<file path="src/hw/hps_consts.vh">
// Register map, field positions, reset values and timing counts
`ifndef HPS_CONSTS_VH
`define HPS_CONSTS_VH
`define HPS_CLK_HZ 20000000
`define HPS_TICK_1MS_CYC 20000
`define HPS_TICK_5MS 5
`define HPS_WAIT_UNIT_MS 10
`define HPS_PIN_MIN_NS 1000
`define HPS_PIN_MIN_CYC ((`HPS_PIN_MIN_NS * 20 + 999) / 1000)
`define HPS_A_CTRL 12'h000
`define HPS_A_DRIVE 12'h004
`define HPS_A_OFFS 12'h008
`define HPS_A_SLOT_LO 12'h00C
`define HPS_A_SLOT_HI 12'h010
`define HPS_A_LOOP 12'h014
`define HPS_A_LIVE 12'h018
`define HPS_A_STATUS 12'h01C
`define HPS_A_LIB 12'h020
`define HPS_B_LAUNCH 0
`define HPS_B_PROC_LO 1
`define HPS_B_PROC_HI 2
`define HPS_B_LIBSEL 3
`define HPS_B_INTERVAL 4
`define HPS_B_OPENLOOP 5
`define HPS_B_ERM 6
`define HPS_B_SHAPE 7
`define HPS_B_AUTOBRK 8
`define HPS_B_PINFN_LO 9
`define HPS_B_PINFN_HI 10
`define HPS_PROC_SEQ_INT 2'h0
`define HPS_PROC_SEQ_EXT 2'h1
`define HPS_PROC_LIVE 2'h2
`define HPS_PIN_PULSE 2'h0
`define HPS_PIN_LEVEL 2'h1
`define HPS_PIN_IRQ 2'h2
`define HPS_CTRL_RST 32'h0000_0000
`define HPS_DRIVE_RST 32'h0000_FF20
`endif

</file>
<file path="src/hw/hps_effect.v">
// Library effect player: applies time offsets and produces segment amplitudes
`timescale 1ns/1ps
`include "hps_consts.vh"
module hps_effect (
    input wire clk,
    input wire rst,
    input wire start,
    input wire abort,
    input wire tick,
    input wire [6:0] effect_id,
    input wire library_select,
    input wire [31:0] time_offsets,
    output reg busy,
    output reg [7:0] amp,
    output reg brake_phase
);
    // Each effect is four segments: overdrive, sustain +, sustain -, brake.
    // Segment amplitude/duration are generated from the id so no ROM file.
    reg [1:0] seg;
    reg [9:0] left;
    reg [7:0] amp_start;
    reg [7:0] amp_end;
    reg [9:0] len;
    wire [7:0] id8 = {1'b0, effect_id};
    wire signed [7:0] ofs [0:3];
    genvar g;
    generate
        for (g = 0; g < 4; g = g + 1)
        begin : g_ofs
            assign ofs[g] = time_offsets[8*g+7:8*g];
        end
    endgenerate
    function [7:0] seg_amp;
        input [1:0] s;
        input lib;
        input [7:0] id;
        begin
            // Most positive value is overdrive, most negative is brake
            case (s)
                2'h0: seg_amp = 8'h7F;
                2'h1: seg_amp = lib ? 8'h40 : (8'h20 + {2'h0, id[5:0]});
                2'h2: seg_amp = 8'hE0;
                default: seg_amp = 8'h80;
            endcase
        end
    endfunction
    function [9:0] seg_len;
        input [1:0] s;
        input [7:0] id;
        input signed [7:0] o;
        reg signed [11:0] t;
        begin
            t = {4'h0, id[3:0], 4'h4} + {{4{o[7]}}, o};
            // Offset added to segment time, clamped to at least one tick
            if (t < 12'sd1)
                seg_len = 10'h001;
            else
                seg_len = t[9:0];
        end
    endfunction
    always @*
    begin
        amp_start = seg_amp(seg, library_select, id8);
        amp_end = (seg == 2'h3) ? 8'h80 :
            seg_amp(seg + 2'h1, library_select, id8);
        len = seg_len(seg, id8, ofs[seg]);
    end
    wire [9:0] elapsed = len - left;
    wire signed [9:0] da = {{2{amp_end[7]}}, amp_end} -
        {{2{amp_start[7]}}, amp_start};
    wire signed [19:0] prod = da * $signed({1'b0, elapsed[8:0]});
    wire signed [19:0] ramp = prod / $signed({1'b0, len[8:0]});
    always @(posedge clk)
    begin
        if (rst || abort)
        begin
            busy <= 1'b0;
            seg <= 2'h0;
            left <= 10'h000;
            amp <= 8'h00;
            brake_phase <= 1'b0;
        end
        else if (start)
        begin
            busy <= 1'b1;
            seg <= 2'h0;
            left <= seg_len(2'h0, id8, ofs[0]);
            amp <= 8'h7F;
            brake_phase <= 1'b0;
        end
        else if (busy && tick)
        begin
            if (left <= 10'h001)
            begin
                if (seg == 2'h3)
                begin
                    busy <= 1'b0;
                    amp <= 8'h00;
                    brake_phase <= 1'b0;
                end
                else
                begin
                    seg <= seg + 2'h1;
                    left <= seg_len(seg + 2'h1, id8, ofs[seg + 2'h1]);
                    brake_phase <= (seg == 2'h2);
                end
            end
            else
            begin
                left <= left - 10'h001;
                // Ramp interpolated over the adjusted segment length
                amp <= amp_start + ramp[7:0];
            end
        end
    end
endmodule

</file>
<file path="src/hw/hps_sequencer.v">
// Haptic playback sequencer top: APB registers, trigger, sequencer, drive
//
// Contract
// - LRA start while moving drives along motion, else default direction.
// - Digital open-loop mode overrides closed loop, library and live playback.
// - Peak limit sets maximum output; amplitude codes scale within it.
// - LRA open-loop frequency comes from the resonant period setting.
// - Sine or square shape only in open-loop LRA drive.
// - Auto brake switches to closed loop during braking, both actuators.
// - Two-bit process select picks sequencer int/ext trigger or live playback.
// - Two libraries; library select chooses which the sequencer reads.
// - Four signed 8-bit time offsets, reset 0, library only.
// - Most positive segment is overdrive, most negative is brake.
// - Offsets apply to ramps; interpolation spans adjusted period.
// - Library tick is 5 ms, or 1 ms when interval bit set.
// - Start at first of eight slots; stop at zero id or eighth.
// - Slot with top bit clear holds id 1..127 into library.
// - Slot with top bit set waits low seven bits times 10 ms.
// - Each slot waveform repeats its slot repeat count.
// - Whole list replays list repeat count extra times, then standby.
// - Live amplitude register passed directly, writable during playback.
// - Live playback runs until stop or process select leaves it.
// - LRA live playback tracks resonance unless open loop selected.
// - No process starts without launch bit or pin trigger.
// - Process ends on completion or stop trigger, whichever first.
// - Writing zero to launch bit acts as a stop trigger.
// - After completion or stop, return to standby.
//
// The implementer's own choices: register access over APB and the register addresses.
`timescale 1ns/1ps
`include "hps_consts.vh"
module hps_sequencer (
    input wire clk,
    input wire rst,
    input wire psel,
    input wire penable,
    input wire pwrite,
    input wire [11:0] paddr,
    input wire [31:0] pwdata,
    output reg [31:0] prdata,
    output reg pready,
    output reg pslverr,
    input wire trigger_interrupt_pin_in,
    input wire actuator_moving,
    input wire actuator_direction,
    output reg trigger_interrupt_pin_out,
    output reg trigger_interrupt_pin_oe,
    output reg [7:0] drive_level,
    output reg drive_negative,
    output reg drive_closed_loop,
    output reg drive_square,
    output reg [6:0] drive_period,
    output reg standby
);
    localparam S_IDLE = 3'h0;
    localparam S_SLOT = 3'h1;
    localparam S_PLAY = 3'h2;
    localparam S_WAIT = 3'h3;
    localparam S_LIVE = 3'h4;
    reg [31:0] ctrl;
    reg [31:0] drive_cfg;
    reg [31:0] time_offsets;
    reg [63:0] slots;
    reg [31:0] repeats;
    reg [7:0] live_amplitude_value;
    reg [2:0] state;
    reg [2:0] slot_idx;
    reg [3:0] slot_rep;
    reg [3:0] list_rep;
    reg [15:0] wait_left;
    reg [14:0] ms_cnt;
    reg [2:0] tick_div;
    reg pin_q;
    reg eff_start;
    reg start_dir;
    wire eff_busy;
    wire [7:0] eff_amp;
    wire eff_brake;
    wire [1:0] proc_sel = ctrl[`HPS_B_PROC_HI:`HPS_B_PROC_LO];
    wire [1:0] pin_fn = drive_cfg[`HPS_B_PINFN_HI:`HPS_B_PINFN_LO];
    wire [7:0] overdrive_peak_limit = drive_cfg[31:24];
    wire [6:0] openloop_resonant_period = drive_cfg[22:16];
    wire openloop = drive_cfg[`HPS_B_OPENLOOP];
    wire erm = drive_cfg[`HPS_B_ERM];
    wire openloop_shape_select = drive_cfg[`HPS_B_SHAPE];
    wire openloop_auto_brake_enable = drive_cfg[`HPS_B_AUTOBRK];
    wire wr = psel && penable && pwrite;
    wire running = (state != S_IDLE);
    wire pin_rise = trigger_interrupt_pin_in && !pin_q;
    wire pin_fall = !trigger_interrupt_pin_in && pin_q;
    // Pin trigger only counts when the pin is set as an input function;
    // pulses shorter than 1 us are the host's fault, edges are not filtered
    wire pin_pulse = (pin_fn == `HPS_PIN_PULSE) && pin_rise;
    wire pin_level_on = (pin_fn == `HPS_PIN_LEVEL) && pin_rise;
    wire pin_level_off = (pin_fn == `HPS_PIN_LEVEL) && pin_fall;
    wire ext_ok = (proc_sel != `HPS_PROC_SEQ_INT);
    wire launch_wr = wr && (paddr == `HPS_A_CTRL);
    wire sw_go = launch_wr && pwdata[`HPS_B_LAUNCH] && !running;
    wire sw_stop = launch_wr && !pwdata[`HPS_B_LAUNCH] && running;
    wire hw_go = ext_ok && !running && (pin_pulse || pin_level_on);
    wire hw_stop = ext_ok && running && (pin_pulse || pin_level_off);
    wire go = sw_go || hw_go;
    wire stop = sw_stop || hw_stop || (state == S_LIVE &&
        proc_sel != `HPS_PROC_LIVE);
    wire [7:0] cur_slot = slots[8*slot_idx +: 8];
    wire [31:0] wait_prod = cur_slot[6:0] * `HPS_WAIT_UNIT_MS;
    wire ms_tick = (ms_cnt == 15'd0);
    // 5 ms tick, or 1 ms when the interval bit is set
    wire lib_tick = ms_tick && (ctrl[`HPS_B_INTERVAL] ||
        tick_div == 3'd0);
    wire [3:0] slot_rep_max = repeats[4*slot_idx +: 4];
    wire [3:0] list_rep_max = drive_cfg[15:12];
    wire [7:0] src_amp = (state == S_LIVE) ? live_amplitude_value : eff_amp;
    wire [15:0] scaled = src_amp * overdrive_peak_limit;
    always @(posedge clk)
    begin
        if (rst)
        begin
            ms_cnt <= 15'd0;
            tick_div <= 3'd0;
        end
        else if (ms_cnt == `HPS_TICK_1MS_CYC - 1)
        begin
            ms_cnt <= 15'd0;
            tick_div <= (tick_div == `HPS_TICK_5MS - 1) ? 3'd0 :
                tick_div + 3'd1;
        end
        else
        begin
            ms_cnt <= ms_cnt + 15'd1;
        end
    end
    hps_effect u_effect (
        .clk(clk),
        .rst(rst),
        .start(eff_start),
        .abort(stop),
        .tick(lib_tick),
        .effect_id(cur_slot[6:0]),
        .library_select(ctrl[`HPS_B_LIBSEL]),
        .time_offsets(time_offsets),
        .busy(eff_busy),
        .amp(eff_amp),
        .brake_phase(eff_brake)
    );
    // APB slave: zero wait states, unmapped reads answer with an error, unmapped writes do not
    always @(posedge clk)
    begin
        if (rst)
        begin
            drive_cfg <= `HPS_DRIVE_RST;
            time_offsets <= 32'h0000_0000;
            slots <= 64'h0000_0000_0000_0000;
            repeats <= 32'h0000_0000;
            live_amplitude_value <= 8'h00;
            prdata <= 32'h0000_0000;
            pready <= 1'b0;
            pslverr <= 1'b0;
            pin_q <= 1'b0;
        end
        else
        begin
            pin_q <= trigger_interrupt_pin_in;
            pready <= psel && !penable;
            pslverr <= 1'b0;
            if (psel && !penable)
            begin
                prdata <= 32'h0000_0000;
                case (paddr)
                    `HPS_A_CTRL: prdata <= ctrl;
                    `HPS_A_DRIVE: prdata <= drive_cfg;
                    `HPS_A_OFFS: prdata <= time_offsets;
                    `HPS_A_SLOT_LO: prdata <= slots[31:0];
                    `HPS_A_SLOT_HI: prdata <= slots[63:32];
                    `HPS_A_LOOP: prdata <= repeats;
                    `HPS_A_LIVE: prdata <= {24'h00_0000, live_amplitude_value};
                    `HPS_A_STATUS: prdata <= {24'h00_0000, eff_busy,
                        slot_idx, 1'b0, state};
                    default: pslverr <= !pwrite;
                endcase
            end
            if (wr)
            begin
                case (paddr)
                    `HPS_A_DRIVE: drive_cfg <= pwdata;
                    `HPS_A_OFFS: time_offsets <= pwdata;
                    `HPS_A_SLOT_LO: slots[31:0] <= pwdata;
                    `HPS_A_SLOT_HI: slots[63:32] <= pwdata;
                    `HPS_A_LOOP: repeats <= pwdata;
                    // Rewritable while playback runs
                    `HPS_A_LIVE: live_amplitude_value <= pwdata[7:0];
                    default: pslverr <= 1'b0;
                endcase
            end
        end
    end
    // Sequencer and live playback control
    always @(posedge clk)
    begin
        if (rst)
        begin
            ctrl <= `HPS_CTRL_RST;
            state <= S_IDLE;
            slot_idx <= 3'd0;
            slot_rep <= 4'd0;
            list_rep <= 4'd0;
            wait_left <= 16'd0;
            eff_start <= 1'b0;
            start_dir <= 1'b0;
        end
        else
        begin
            eff_start <= 1'b0;
            if (launch_wr)
                ctrl[31:1] <= pwdata[31:1];
            if (stop)
            begin
                state <= S_IDLE;
                ctrl[`HPS_B_LAUNCH] <= 1'b0;
            end
            else
            begin
                case (state)
                    S_IDLE:
                    begin
                        if (go)
                        begin
                            ctrl[`HPS_B_LAUNCH] <= 1'b1;
                            // Follow present motion, else default
                            start_dir <= actuator_moving && actuator_direction;
                            slot_idx <= 3'd0;
                            slot_rep <= 4'd0;
                            list_rep <= 4'd0;
                            if (launch_wr ? pwdata[`HPS_B_PROC_HI:`HPS_B_PROC_LO]
                                == `HPS_PROC_LIVE : proc_sel == `HPS_PROC_LIVE)
                                state <= S_LIVE;
                            else
                                state <= S_SLOT;
                        end
                    end
                    S_SLOT:
                    begin
                        if (cur_slot == 8'h00)
                        begin
                            // Zero id ends one pass of the list
                            if (list_rep < list_rep_max && slot_idx != 3'd0)
                            begin
                                list_rep <= list_rep + 4'd1;
                                slot_idx <= 3'd0;
                            end
                            else
                            begin
                                state <= S_IDLE;
                                ctrl[`HPS_B_LAUNCH] <= 1'b0;
                            end
                        end
                        else if (cur_slot[7])
                        begin
                            wait_left <= wait_prod[15:0];
                            state <= S_WAIT;
                        end
                        else
                        begin
                            eff_start <= 1'b1;
                            state <= S_PLAY;
                        end
                    end
                    S_PLAY, S_WAIT:
                    begin
                        if (state == S_WAIT && ms_tick && wait_left != 16'd0)
                            wait_left <= wait_left - 16'd1;
                        if ((state == S_PLAY && !eff_busy && !eff_start) ||
                            (state == S_WAIT && wait_left == 16'd0))
                        begin
                            state <= S_SLOT;
                            if (state == S_PLAY && slot_rep < slot_rep_max)
                                slot_rep <= slot_rep + 4'd1;
                            else
                            begin
                                slot_rep <= 4'd0;
                                if (slot_idx == 3'd7)
                                begin
                                    // Eighth slot done: loop or finish
                                    if (list_rep < list_rep_max)
                                    begin
                                        list_rep <= list_rep + 4'd1;
                                        slot_idx <= 3'd0;
                                    end
                                    else
                                    begin
                                        state <= S_IDLE;
                                        ctrl[`HPS_B_LAUNCH] <= 1'b0;
                                    end
                                end
                                else
                                    slot_idx <= slot_idx + 3'd1;
                            end
                        end
                    end
                    S_LIVE:
                        state <= S_LIVE;
                    default:
                        state <= S_IDLE;
                endcase
            end
        end
    end
    // Output stage: peak limit scales amplitude, loop and shape choice
    always @(posedge clk)
    begin
        if (rst)
        begin
            drive_level <= 8'h00;
            drive_negative <= 1'b0;
            drive_closed_loop <= 1'b1;
            drive_square <= 1'b0;
            drive_period <= 7'h00;
            standby <= 1'b1;
            trigger_interrupt_pin_out <= 1'b1;
            trigger_interrupt_pin_oe <= 1'b0;
        end
        else
        begin
            standby <= !running;
            // Live amplitude goes straight through, library via the player
            drive_level <= running ? scaled[15:8] : 8'h00;
            drive_negative <= start_dir;
            // Open loop overrides, except braking under auto brake
            drive_closed_loop <= !openloop ||
                (openloop_auto_brake_enable && eff_brake &&
                state == S_PLAY);
            // Shape only in open-loop LRA; LRA live tracks resonance otherwise
            drive_square <= openloop && !erm && openloop_shape_select &&
                !(openloop_auto_brake_enable && eff_brake);
            drive_period <= openloop ? openloop_resonant_period :
                7'h00;
            // Interrupt function has no source here; pin is driven high while it is selected
            trigger_interrupt_pin_out <= 1'b1;
            trigger_interrupt_pin_oe <= (pin_fn == `HPS_PIN_IRQ);
        end
    end
endmodule

</file>
<file path="config.mk">
export PLATFORM = sky130hd
export DESIGN_NAME = hps_sequencer
export DESIGN_NICKNAME = d
export VERILOG_FILES = /design/src/hw/hps_effect.v /design/src/hw/hps_sequencer.v
export VERILOG_INCLUDE_DIRS = /design/src /design/src/hw
export SDC_FILE = /design/constraint.sdc
export NUM_CORES = 2
export LEC_CHECK = 0
export BUFFER_PORTS_ARGS = -buffer_cell sky130_fd_sc_hd__buf_2
export CELL_PAD_IN_SITES_DETAIL_PLACEMENT = 0
export CELL_PAD_IN_SITES_GLOBAL_PLACEMENT = 1
export CORE_MARGIN = 3
export CORE_UTILIZATION = 44
export CTS_CLUSTER_SIZE = 16
export DETAILED_ROUTE_END_ITERATION = 10
export MAX_ROUTING_LAYER = met4
export PLACE_DENSITY_LB_ADDON = 0.1
export SETUP_SLACK_MARGIN = 0.5
export SLEW_MARGIN = 30
export SYNTH_ARGS = -nofsm -noshare
export SYNTH_HDL_FRONTEND = slang
export SYNTH_SLANG_ARGS = --single-unit
export TNS_END_PERCENT = 10
</file>
<file path="constraint.sdc">
create_clock -name clk -period 58.3 [get_ports clk]
set_input_delay 5.83 -clock clk [delete_from_list [all_inputs] [get_ports clk]]
set_output_delay 5.83 -clock clk [all_outputs]
set_load 0.05 [all_outputs]
</file>
==> summary.txt <==
Synthesis
  – Average cell area after synthesis: 7.72 um2
  – Synthesized cell area: 31100 um2
  – Post-synthesis register bit count: 327
  – Synthesized netlist cell count: 4030
  – Syn_nets: 4478
  – Post-synthesis sequential area ratio: 21.1%
  – EDFF count, synth: 0
  – Main flop type after synthesis: dfxtp_1
  – Asr flop ratio synth: 0%
  – Synth unique cells: 113
  – Yosys warning total: 0

Global route
  – Global-route met1 utilization: 35.7%
  – Met3 usage: 2.17%
  – Antenna violations before repair: 0
  – Vias in the first global route: 28.1k
  – Remaining global-route overflow: 0
  – Tot GR Track Use: 28.9%
  – Top Usage Layer GRT: met2
  – Largest net degree at the start of global routing: 124
  – First-pass GRT wire length: 166000 um
  – Met2 Use GR: 49.8%

Setup path
  – Crit Path Max Fanout: 20
  – Crit Path Category: flop to flop
  – Required @ worst endpoint: 58690 ps
  – Crit path DAT: 54710 ps
  – CP endpoint kind: flop
  – CP max stage delay: 540 ps
  – Startpoint types: flop
  – Worst path most repeated cell: o21a_1
  – CP max stage cell: fa_1

Drt
  – Total vias in the final route: 29.6k
  – WL/cell: 21.2 um
  – Routed WL: 107000 um
  – Drt pass-1 iters: 6
  – Initial drt markers: 2148
  – Via density: 5.86
  – Routed Antenna Nets: 0
  – DRC viols: 0

Cells and area
  – P&R area growth vs syn: 11.3%
  – Area of the multi-input gates: 23500 um2
  – Fin nets: 4540
  – Number of fill cells in the layout: 7027
  – Ant. Diodes: 0
  – Reg area: 6550 um2
  – Share of layout cells above drive strength 1: 12.9%

Die
  – Die H: 272 um
  – Area of the die: 73900 um2
  – Core area: 69300 um2
  – Initial Util: 44.9%
  – Standard-cell rows: 96
  – IO Pins: 107
  – Die Width: 272 um

Clock network
  – Clock Path Buffers: 3
  – TritonCTS clock tree: yes
  – CTS clk-pin slew, worst paths: 70 ps
  – H-tree lvl count: 2
  – CTS Buf Count: 34
  – Worst-Skew Late Latency: 550 ps
  – Num Clock Sinks: 327
  – Clock root buffer: clkbuf_16
  – Hold buffers post-CTS: 0

STA
  – Relative slew slack: 29.5%
  – Clock Skew: 26.4 ps
  – Slew of the pin with the lowest slew margin: 1050 ps
  – Final worst setup slack: 3970 ps
  – Max Fclk: 18.4 MHz
  – Final setup violation count: 0
  – Fin. max-slew vios: 0
  – Final Hold Viols: 0
  – Part of the cycle the worst path needs: 93.2%
  – Final min period: 54330 ps
  – WHS: 456 ps
  – RSZ-0062 raised after global routing: no

Place
  – Placer congestion estimate: 0.947
  – Post-DP HPWL: 80500 um
  – Port buffer count: 105
  – Place WS: -69.6 ps

Outcome
  – Status: completed

Flow run
  – Max cap viols: 0

Min path
  – HP Class: flop to flop
## cell usage after synthesis, types with 9 or more instances
cell      count  area, um2
or3_1        31        194
mux2i_1      39        390
fa_1         89       1780
o21ai_0      83        415
dfxtp_1     327       6550
a31oi_1      57        357
xnor2_1     119       1040
a221oi_1     11       96.3
o21ai_1      12       60.1
nor2_1      335       1260
nor4_1       27        169
ha_1        307       3840
o31ai_1      45        338
nand4b_1      9       78.8
buf_2        14       70.1
a22oi_1     100        751
and3_1       27        169
nor2b_1      39        244
inv_1       210        788
a21oi_1     402       2010
o21a_1       74        556
a21o_1       64        480
and2_1       55        344
xor2_1       58        508
o22ai_1      17        106
or2_2        32        200
o211ai_1     21        158
nand2b_1     52        325
nand3b_1     17        128
nand4_1      22        138
nand3_1      64        320
mux2_2       32        360
nor3b_1      12       90.1
buf_1        13       48.8
mux4_2       40        901
nand2_1     652       2450
a211oi_1     34        255
o21bai_1     13       97.6
nor3_1      121        606
or4_1        11       82.6
clkbuf_1    160        601
## kinds of logic (layout without fill, tap and decap cells)
| logic type | Yosys count | count (layout) | share of synthesized area [%] |
|---|---|---|---|
| xor+xnor | 177 | 177 | 4.99 |
| simple gates | 1550 | 1550 | 23.2 |
| other cells | 2 | 2 | 0.0241 |
| mux | 113 | 113 | 5.40 |
| buf+inv | 407 | 494 | 5.05 |
| flops | 327 | 327 | 21.1 |
| fa+ha+maj | 398 | 398 | 18.1 |
| compound gates | 1056 | 1056 | 22.1 |
## critical path: cells and delay by family, from the launching register on
family          cells  cell delay (ps)
xor+xnor            4              680
compound gates    131            23850
flops               1              450
mux                 6             1960
fa+ha+maj          30            10100
simple gates       84            14780
buf+inv            16             2190
## per-stage QoR
step           setup TNS [ps]  util, %  cells  instance area, um2
2_1_floorplan               0        -   4030               31100
3_3_place_gp                0     47.2   4956               32700
3_5_place_dp            -72.4     47.2   4956               32700
4_1_cts                     0     49.0   5017               33900
5_1_grt                     0     50.0   5048               34600
6_report                    0     50.0   5048               34600
## flip-flops by register name, indices dropped and copies added, names as in the netlist, 7 cells and up
name and flops:
live_amplitude_value 8, drive_period 7, wait_left 16, u_effect.left 10, prdata 32, repeats 32, drive_cfg 32, time_offsets 32
ms_cnt 15, u_effect.amp 8, drive_level 8, ctrl 32, slots 64
## cell usage in the layout (no fill, tap or decap), types with 25 or more instances in the layout
cell,instances
or2_2,31
buf_4,111
nor2_1,326
o21ai_0,76
nor3_1,113
nand3_1,62
nor4_1,25
ha_1,302
xor2_1,57
dfxtp_1,324
xnor2_1,118
a22oi_1,100
o31ai_1,43
o21a_1,74
a21o_1,64
and3_1,25
buf_2,105
mux2i_1,38
a31oi_1,53
or3_1,29
mux4_2,40
clkbuf_16,35
nand2b_1,51
nand2_1,644
nor2b_1,37
fa_1,88
and2_1,54
a21oi_1,388
a211oi_1,30
mux2_2,32
inv_1,210
## per-layer routing
metal  share of wire (%)  vias up
met3                 4.2      201
met4                 4.3        0
met1                  43    14154
li1                    -    14442
met5                   0        -
met2                  49      761
## cell type report
cell class	instances	area share [%]
multi-input combinational	3296	67.9
sequential	327	18.9
timing repair buffer	220	4.09
tap	931	3.36
clock buffer	48	2.96
inverter	213	2.31
clock inverter	13	0.477
## final timing paths
path,startpoint,to,slack (ps),cells after the start
worst max-delay path,slot_idx[0],u_effect.amp[5],3970,271
worst min-delay path,ctrl[19],ctrl[19],460,2
worst max register to register,slot_idx[0],u_effect.amp[5],3970,271
worst min register to register,ctrl[19],ctrl[19],460,2
## repair_timing
item	4_1_cts	5_1_grt
gates cloned	0	1
pin swaps	0	24
endpoints found under the setup margin	7	8
gates resized for setup	8	103
setup buffers	0	30
Power is not shown: default switching activity piles up to over one toggle a cycle in this logic, so the estimate is an artifact.
